<file path="src/hdl/tcc_pkg.sv">
package tcc_pkg;
  // register printed offsets (word index, compared with apb address bits 17 to 2)
  localparam logic [15:0] ADDR_CONTROL   = 16'hFE10;
  localparam logic [15:0] ADDR_PRESCALE  = 16'hFE11;
  localparam logic [15:0] ADDR_LOW_CNT   = 16'hFE12;
  localparam logic [15:0] ADDR_HIGH_CNT  = 16'hFE13;
  localparam logic [15:0] ADDR_LOW_MDAT  = 16'hFE14;
  localparam logic [15:0] ADDR_HIGH_MDAT = 16'hFE15;
  localparam logic [15:0] ADDR_LOW_CAP   = 16'hFE16;
  localparam logic [15:0] ADDR_HIGH_CAP  = 16'hFE17;
  // register word indices (offset not a multiple of four)
  localparam int unsigned IDX_BASE = 32'h0000FE10;
  // control bit positions
  localparam int unsigned BIT_HIGH_RUN  = 7;
  localparam int unsigned BIT_LOW_RUN   = 6;
  localparam int unsigned BIT_LENGTH    = 5;
  localparam int unsigned BIT_EXT_CLK   = 4;
  localparam int unsigned BIT_HIGH_FLAG = 3;
  localparam int unsigned BIT_HIGH_IE   = 2;
  localparam int unsigned BIT_LOW_FLAG  = 1;
  localparam int unsigned BIT_LOW_IE    = 0;
  localparam logic [7:0]  RESET_BYTE    = 8'h00;

  typedef struct packed {
    logic low_capture_input_a;
    logic high_capture_input_a;
    logic event_input_a;
    logic event_input_b;
  } tcc_det_t;

  typedef struct packed {
    logic low_irq;
    logic high_irq;
  } tcc_irq_t;
endpackage

</file>
<file path="src/hdl/tcc_timer.sv">
// Design decision made here: register access over APB.
`timescale 1ns/1ps
// Overview of operation
// RULE1 - prescaler advances once every cycle clock
// RULE2 - prescaler pulses on equal to match value, period 1 to 256
// RULE3 - prescaler restarts at zero on pulse or match register write
// RULE4 - prescaler runs except in deep standby, where it halts
// RULE5 - low counter runs only while control bit 6 set
// RULE6 - high counter runs only while control bit 7 set
// RULE7 - bit 4 picks prescaler or external events for low counter
// RULE8 - bit 5 picks prescaler or low counter wrap for high counter
// RULE9 - external events come from event_input_a and event_input_b detection inputs
// RULE10 - match when count equals buffer; 16-bit mode compares all bits
// RULE11 - counter clears when stopped or on match
// RULE12 - low buffer tracks data while stopped, reloads on match
// RULE13 - high buffer tracks data while stopped, reloads on match
// RULE14 - low capture source is low input, or high input in 16-bit
// RULE15 - high capture latches high count on high capture pulse
// RULE16 - 16-bit modes capture both halves in the same cycle
// RULE17 - period is (match+1) times (prescale+1), or match+1 events
// RULE18 - enabled half requests interrupt on each match event
// RULE19 - mode 0 gives two independent 8-bit timers on shared tick
// RULE20 - match flag set on running match, cleared only by software
// RULE21 - 16-bit mode sets both flags together
// RULE22 - software writes both run bits together in 16-bit mode
// RULE23 - high request goes to vector 0023H, low to 0013H
// RULE24 - detection inputs are one-cycle pulses, one action each; simultaneous event_input_a and event_input_b pulses give one count
// RULE25 - writes to count and capture registers are ignored
// RULE26 - capture takes the count held before a same-cycle increment
module tcc_timer
(
  input  wire logic              i_clk_sys,
  input  wire logic              i_rst,
  input  wire logic              i_ce,
  input  wire logic              i_standby,
  input  wire tcc_pkg::tcc_det_t i_det,
  input  wire logic              psel,
  input  wire logic              penable,
  input  wire logic              pwrite,
  input  wire logic [31:0]       paddr,
  input  wire logic [31:0]       pwdata,
  input  wire logic [3:0]        pstrb,
  output logic      [31:0]       prdata,
  output logic                   pready,
  output logic                   pslverr,
  output tcc_pkg::tcc_irq_t      o_irq
);

  logic [7:0] control_r;
  logic [7:0] prescaler_match_r;
  logic [7:0] low_match_data_r;
  logic [7:0] high_match_data_r;
  logic [7:0] low_count_r;
  logic [7:0] high_count_r;
  logic [7:0] low_buf_r;
  logic [7:0] high_buf_r;
  logic [7:0] low_capture_r;
  logic [7:0] high_capture_r;
  logic [7:0] pre_cnt_r;
  logic [31:0] prdata_r;

  logic        wr_acc;
  logic        rd_acc;
  logic        hit;
  logic [15:0] word_idx;
  logic [15:0] sel_addr;
  logic        run_lo;
  logic        run_hi;
  logic        long_mode;
  logic        ext_mode;
  logic        pre_tick;
  logic        ext_evt;
  logic        lo_inc;
  logic        hi_inc;
  logic        lo_match;
  logic        hi_match;
  logic        full_match;
  logic        cap_lo;
  logic        cap_hi;
  logic        lo_wrap;
  logic        lo_src;
  logic        hi_src;
  logic        lo_eq;
  logic        hi_eq;
  logic        wr_ctl;
  logic        wr_pre;
  logic        wr_lmd;
  logic        wr_hmd;
  logic [7:0]  rd_byte;

  // operating modes from length and external-clock bits
  typedef enum logic [1:0]
  {
    MODE_DUAL_TIMER,
    MODE_TIMER_EVENT,
    MODE_WIDE_TIMER,
    MODE_WIDE_EVENT
  } tcc_mode_t;

  tcc_mode_t   mode;

  assign run_lo    = control_r[tcc_pkg::BIT_LOW_RUN];
  assign run_hi    = control_r[tcc_pkg::BIT_HIGH_RUN];
  assign long_mode = control_r[tcc_pkg::BIT_LENGTH];
  assign ext_mode  = control_r[tcc_pkg::BIT_EXT_CLK];

  // apb decode: byte address is four times the printed offset
  assign word_idx = paddr[17:2];
  assign sel_addr = word_idx;
  assign hit      = (paddr[1:0] == 2'h0)
                  && (sel_addr >= tcc_pkg::ADDR_CONTROL)
                  && (sel_addr <= tcc_pkg::ADDR_HIGH_CAP)
                  && (paddr[31:18] == 14'h0000);
  assign pready   = 1'b1;
  assign pslverr  = psel && penable && !hit;
  assign wr_acc   = psel && penable && pwrite && hit && pstrb[0] && i_ce;
  assign rd_acc   = psel && !penable && !pwrite;
  assign prdata   = prdata_r;

  // per-register write strobes
  assign wr_ctl   = wr_acc && (sel_addr == tcc_pkg::ADDR_CONTROL);
  assign wr_pre   = wr_acc && (sel_addr == tcc_pkg::ADDR_PRESCALE);
  assign wr_lmd   = wr_acc && (sel_addr == tcc_pkg::ADDR_LOW_MDAT);
  assign wr_hmd   = wr_acc && (sel_addr == tcc_pkg::ADDR_HIGH_MDAT);

  // RULE1 base tick
  // RULE2 prescaler match
  assign pre_tick = (pre_cnt_r == prescaler_match_r) && !i_standby;

  // RULE9 external events
  // RULE24 one count per event cycle; event_input_a and event_input_b together give one, not two
  assign ext_evt = i_det.event_input_a || i_det.event_input_b;

  // mode decode
  always_comb
  begin
    case ({long_mode, ext_mode})
      2'b00:   mode = MODE_DUAL_TIMER;
      2'b01:   mode = MODE_TIMER_EVENT;
      2'b10:   mode = MODE_WIDE_TIMER;
      default: mode = MODE_WIDE_EVENT;
    endcase
  end

  // RULE7 low source select
  // RULE8 high source select
  // RULE19 shared tick
  always_comb
  begin
    lo_src = 1'b0;
    hi_src = 1'b0;
    lo_eq  = 1'b0;
    hi_eq  = 1'b0;
    cap_lo = 1'b0;
    case (mode)
      MODE_DUAL_TIMER:
      begin
        lo_src = pre_tick;
        hi_src = pre_tick;
        lo_eq  = (low_count_r == low_buf_r);
        hi_eq  = (high_count_r == high_buf_r);
        cap_lo = i_det.low_capture_input_a;
      end
      MODE_TIMER_EVENT:
      begin
        lo_src = ext_evt;
        hi_src = pre_tick;
        lo_eq  = (low_count_r == low_buf_r);
        hi_eq  = (high_count_r == high_buf_r);
        cap_lo = i_det.low_capture_input_a;
      end
      MODE_WIDE_TIMER:
      begin
        lo_src = pre_tick;
        hi_src = 1'b0;
        // RULE10 all sixteen bits
        lo_eq  = full_match && run_hi;
        hi_eq  = 1'b0;
        // RULE14 high input captures low
        // RULE16 both halves together
        cap_lo = i_det.high_capture_input_a;
      end
      MODE_WIDE_EVENT:
      begin
        lo_src = ext_evt;
        hi_src = 1'b0;
        // RULE10 all sixteen bits
        lo_eq  = full_match && run_hi;
        hi_eq  = 1'b0;
        // RULE14 high input captures low
        // RULE16 both halves together
        cap_lo = i_det.high_capture_input_a;
      end
      default:
      begin
        lo_src = 1'b0;
        hi_src = 1'b0;
      end
    endcase
  end

  assign lo_inc = run_lo && lo_src;
  assign hi_inc = run_hi && hi_src;

  // RULE10 match compare
  assign full_match = ({high_count_r, low_count_r} ==
                       {high_buf_r, low_buf_r});
  assign lo_match = lo_inc && lo_eq;
  // RULE8 high counts low wraps in 16-bit mode
  assign lo_wrap  = long_mode && lo_inc && (low_count_r == 8'hFF);
  assign hi_match = long_mode ? lo_match : (hi_inc && hi_eq);

  // RULE15 high capture source
  assign cap_hi = i_det.high_capture_input_a;

  // read mux, unmapped reads return zero
  always_comb
  begin
    case (sel_addr)
      tcc_pkg::ADDR_CONTROL:   rd_byte = control_r;
      tcc_pkg::ADDR_PRESCALE:  rd_byte = prescaler_match_r;
      tcc_pkg::ADDR_LOW_CNT:   rd_byte = low_count_r;
      tcc_pkg::ADDR_HIGH_CNT:  rd_byte = high_count_r;
      tcc_pkg::ADDR_LOW_MDAT:  rd_byte = low_match_data_r;
      tcc_pkg::ADDR_HIGH_MDAT: rd_byte = high_match_data_r;
      tcc_pkg::ADDR_LOW_CAP:   rd_byte = low_capture_r;
      tcc_pkg::ADDR_HIGH_CAP:  rd_byte = high_capture_r;
      default:                 rd_byte = 8'h00;
    endcase
  end

  // read data latched at the setup edge, held until the next read
  always_ff @(posedge i_clk_sys)
  begin
    if (i_rst)
      prdata_r <= 32'h0000_0000;
    else if (i_ce && rd_acc)
      prdata_r <= hit ? {24'h00_0000, rd_byte} : 32'h0000_0000;
  end

  // control register, flags set by hardware win over software clear
  always_ff @(posedge i_clk_sys)
  begin
    if (i_rst)
      control_r <= tcc_pkg::RESET_BYTE;
    else if (i_ce)
    begin
      if (wr_ctl)
        control_r <= pwdata[7:0];
      // RULE20 sticky flags
      // RULE21 flags together
      if (lo_match)
        control_r[tcc_pkg::BIT_LOW_FLAG] <= 1'b1;
      if (hi_match)
        control_r[tcc_pkg::BIT_HIGH_FLAG] <= 1'b1;
    end
  end

  // RULE25 read-only registers ignore writes
  always_ff @(posedge i_clk_sys)
  begin
    if (i_rst)
    begin
      prescaler_match_r <= tcc_pkg::RESET_BYTE;
      low_match_data_r  <= tcc_pkg::RESET_BYTE;
      high_match_data_r <= tcc_pkg::RESET_BYTE;
    end
    else if (wr_acc)
    begin
      if (wr_pre)
        prescaler_match_r <= pwdata[7:0];
      if (wr_lmd)
        low_match_data_r <= pwdata[7:0];
      if (wr_hmd)
        high_match_data_r <= pwdata[7:0];
    end
  end

  // prescaler
  always_ff @(posedge i_clk_sys)
  begin
    if (i_rst)
      pre_cnt_r <= 8'h00;
    else if (i_ce)
    begin
      // RULE3 restart on write or match
      if (wr_pre)
        pre_cnt_r <= 8'h00;
      // RULE4 halt in standby
      else if (i_standby)
        pre_cnt_r <= pre_cnt_r;
      else if (pre_tick)
        pre_cnt_r <= 8'h00;
      else
        pre_cnt_r <= pre_cnt_r + 8'h01;
    end
  end

  // low counter and buffer
  always_ff @(posedge i_clk_sys)
  begin
    if (i_rst)
    begin
      low_count_r <= 8'h00;
      low_buf_r   <= 8'h00;
    end
    else if (i_ce)
    begin
      // RULE5 run control
      // RULE11 clear when stopped or matched
      // RULE17 period match plus one
      if (!run_lo || lo_match)
        low_count_r <= 8'h00;
      else if (lo_inc)
        low_count_r <= low_count_r + 8'h01;
      // RULE12 low buffer update
      if (!run_lo || lo_match)
        low_buf_r <= low_match_data_r;
    end
  end

  // high counter and buffer
  always_ff @(posedge i_clk_sys)
  begin
    if (i_rst)
    begin
      high_count_r <= 8'h00;
      high_buf_r   <= 8'h00;
    end
    else if (i_ce)
    begin
      // RULE6 run control
      // RULE11 clear when stopped or matched
      if (!run_hi || hi_match)
        high_count_r <= 8'h00;
      else if (lo_wrap)
        high_count_r <= high_count_r + 8'h01;
      else if (hi_inc)
        high_count_r <= high_count_r + 8'h01;
      // RULE13 high buffer update
      if (!run_hi || hi_match)
        high_buf_r <= high_match_data_r;
    end
  end

  // captures take the registered count, before any same-cycle increment
  always_ff @(posedge i_clk_sys)
  begin
    if (i_rst)
    begin
      low_capture_r  <= 8'h00;
      high_capture_r <= 8'h00;
    end
    else if (i_ce)
    begin
      // RULE14 low capture
      // RULE16 both halves together
      // RULE26 pre-increment value
      if (cap_lo)
        low_capture_r <= low_count_r;
      // RULE15 high capture
      if (cap_hi)
        high_capture_r <= high_count_r;
    end
  end

  // RULE18 interrupt requests
  // RULE23 low to 0013H vector line, high to 0023H vector line
  always_comb
  begin
    o_irq.low_irq  = control_r[tcc_pkg::BIT_LOW_FLAG]
                   && control_r[tcc_pkg::BIT_LOW_IE];
    o_irq.high_irq = control_r[tcc_pkg::BIT_HIGH_FLAG]
                   && control_r[tcc_pkg::BIT_HIGH_IE];
  end

endmodule // tcc_timer

</file>
<file path="config.mk">
export PLATFORM = sky130hd
export DESIGN_NAME = tcc_timer
export DESIGN_NICKNAME = d
export VERILOG_FILES = /design/src/hdl/tcc_pkg.sv /design/src/hdl/tcc_timer.sv
export SDC_FILE = /design/constraint.sdc
export NUM_CORES = 1
export LEC_CHECK = 0
export CAP_MARGIN = 30
export CORE_MARGIN = 2
export CORE_UTILIZATION = 45
export CTS_CLUSTER_DIAMETER = 50
export DETAILED_ROUTE_END_ITERATION = 8
export DONT_BUFFER_PORTS = 1
export PLACE_DENSITY_LB_ADDON = 0.15
export SLEW_MARGIN = 20
export SYNTH_ARGS = -nofsm -noshare
export SYNTH_HDL_FRONTEND = slang
export SYNTH_SLANG_ARGS = --single-unit
</file>
<file path="constraint.sdc">
create_clock -name i_clk_sys -period 3.7 [get_ports i_clk_sys]
set_clock_uncertainty 0.1 [all_clocks]
set_input_delay 0.37 -clock i_clk_sys [delete_from_list [all_inputs] [get_ports i_clk_sys]]
set_output_delay 0.37 -clock i_clk_sys [all_outputs]
set_load 0.01 [all_outputs]
</file>
==> out/metrics.cfg <==
[cts]
cts_sinks = 96
cts_tree = built
clk_pin_slew_ns = 0.10
ctsLongestPathBuffers = 2
clock_latency_ns = 0.38
ctsHoldBuffers = 1
ctsHtreeMaxLevel = 3
cts-root-buf = clkbuf_8
cts_setup_buffers = 0
cts_buffers = 9
cts_resized = 0

[worst_setup_path]
path_class = flip-flop to flip-flop
cp.buffers_inverters = 0
crit_family = compound AO/OA/AOI/OAI gates
ff2ff_path_depth = 7
path_depth = 7
end_kind = flip-flop
cp-startpoint = high_count_r[4]$_SDFFE_PP0P_
regToRegStartpoint = high_count_r[4]$_SDFFE_PP0P_
start_kind = flip-flop
crit_slowest_cell = a21oi_2
cpPeakStageDelay_ns = 0.59
crit_chain = xnor2_1 > nand4_1 > o31ai_1 > o2111ai_1 > a21oi_2 > or2_2 > nor2_1
crit_fanout = 9
critical_path_arrival_ns = 2.90
required_ns = 3.87

[synth]
synth_area_leaders = dfxtp_1, mux2i_1, xnor2_1
synth_cells = 562
synth_xor_area_frac = 0.0657
yosysMostFrequentCell = dfxtp_1
netlist_area_um2 = 4930
synth_flop_cell = dfxtp_1
synth.mux.area_fraction = 0.102
synth_top_family_by_area = simple AND/OR/NAND/NOR gates
syn_avg_cell_area_um2 = 8.78
synthDistinctLibCells = 53
synth_top_cell_area_share = 0.390
synth_fa_ha_area_frac = 0.00761
synth_compound_area_frac = 0.158
yosys_warnings = 0
yosysTopAreaCell = dfxtp_1
synthArstFlopShare = 0
synth-seq-cells = 96
ys_seq_area_frac = 0.390
synth-edff-count = 0
synthTopCellsByCount = dfxtp_1, nor2_1, mux2i_1
yosys.area_share.simple = 0.205

[sta]
max_freq_mhz = 367
rsz0062_at_grt = no
relSlewSlack = 0.420
fin_crit_ns = 2.73
setup_viol = 0
fin_crit_sh = 0.737
hold_violations = 0
tightest_slew_ns = 0.864
drv_slew = 0
layout_setup_ws_ns = 0.973
setup_tns_ns = 0

[global_routing]
overflow = 0
grt_pass1_wl_um = 21500
antenna_found_initial = 0
grtUsageTotal = 0.244
grt_start_max_net_pins = 74
grt_pass1_vias = 3859

[placement]
hpwl_um = 9530
post-place-ws_ns = 0.971
io_buffers = 0
gp_routability_congestion = 0.864

[route]
routed_wirelength_um = 13500
drc = 0
wl_per_cell_um = 19.6
avgViaCountPerCell = 5.89
firstDrtPassIters = 5
ant_nets = 0
vias = 4057
drt-initial-drc-count = 301

[hold_path]
min_from = pwdata[3]
min_path_type = primary input to flip-flop
hold_depth = 2

[finish]
diodes = 0
nets = 626
syn_to_final_growth_pct = 3.96
drive_above_1_share = 0.0710

[floorplanning]
die_x_um = 109
initial_core_util = 0.459
dieArea_um2 = 11800
die_h_um = 109
io_pins = 115
row_count = 38
core_area_um2 = 10700

[power_and_ir_drop]
sw_frac_of_total = 0.247
clkPwrFrac = 0.386
ir_drop_mv = 0.175
p_seq_frac = 0.570
combPwrFrac = 0.044
leakage_nw = 2.00
p_int_mw = 1.37
powerDensity_nw_per_um2 = 354
p_switching_uw = 449

[run_status]
outcome = finished clean

[flow_run]
maxCapViolations = 0

==> through the flow <==
stage          power [mW]  utilization  cell area [um^2]  hold WS (ns)  std cells
3_3_place_gp         1.12        0.456              4900         0.341        672
3_5_place_dp         1.12        0.456              4900         0.346        672
2_1_floorplan        1.15            -              5020         0.336        585
4_1_cts              1.84        0.477              5130        0.0204        689
6_report             1.82        0.477              5130        0.0354        689
5_1_grt              1.89        0.477              5130        0.0216        689
==> layout by cell type (no fill, tap or decap), types with 6 or more instances in the layout <==
cell type  synthesis  routed
nor2_1            72      72
clkbuf_8           0       9
o21ai_0           12      12
a21o_1             9       9
a22o_1             9       9
conb_1             2      25
buf_4             26       6
nand2_1           38      38
a22oi_1           19      19
a21oi_1           23      23
a31oi_1           11      11
a221oi_1           8       8
nor3_1             9       9
xnor2_1           33      33
dfxtp_1           96      96
nand3_1           35      35
nand4_1           12      12
mux2i_1           49      49
==> cells by family after synthesis <==
logic type                 count (synthesis)
other                                      2
AOI/OAI and AO/OA                        110
adders and majority gates                  3
and+or+nand+nor                          200
muxes                                     50
buffers and inverters                     64
xor gates and xnor gates                  37
DFF                                       96
==> power by group through the flow <==
stage                     logic, mW  registers (mW)  clock network [mW]
after floorplan              0.0899            1.06                   0
after global placement       0.0624            1.06                   0
after detailed placement     0.0633            1.06                   0
after CTS                    0.0789            1.04               0.722
after global routing         0.0879            1.04               0.769
final                        0.0798            1.04               0.702
==> routing by layer <==
| metal | GRT usage | routed length, um |
|---|---|---|
| met1 | 0.343 | 6200 |
| met2 | 0.367 | 5920 |
| met3 | 0.0580 | 1100 |
| met4 | 0.0852 | 295 |
| met5 | 0 | 0 |
==> cell type report <==
| type | instances | area (um^2) |
|---|---|---|
| clock buffers | 9 | 124 |
| fillers | 1058 | 5620 |
| multi-input cells | 425 | 2740 |
| flip-flops and latches | 96 | 1920 |
| well taps | 140 | 175 |
| repair buffers | 7 | 72.6 |
| clock inverters | 7 | 71.3 |
| inverters | 5 | 18.8 |
==> worst paths after layout <==
| path | endpoint | slack, ns |
|---|---|---|
| hold reg to reg | high_capture_r[6]$_SDFFE_PP0P_ | 0.37 |
| hold / removal | high_match_data_r[3]$_SDFFE_PP0P_ | 0.04 |
| setup reg to reg | low_count_r[2]$_SDFFE_PP0P_ | 0.97 |
| setup / recovery | low_count_r[2]$_SDFFE_PP0P_ | 0.97 |
Note: power is estimated with default switching activity, not from simulation.
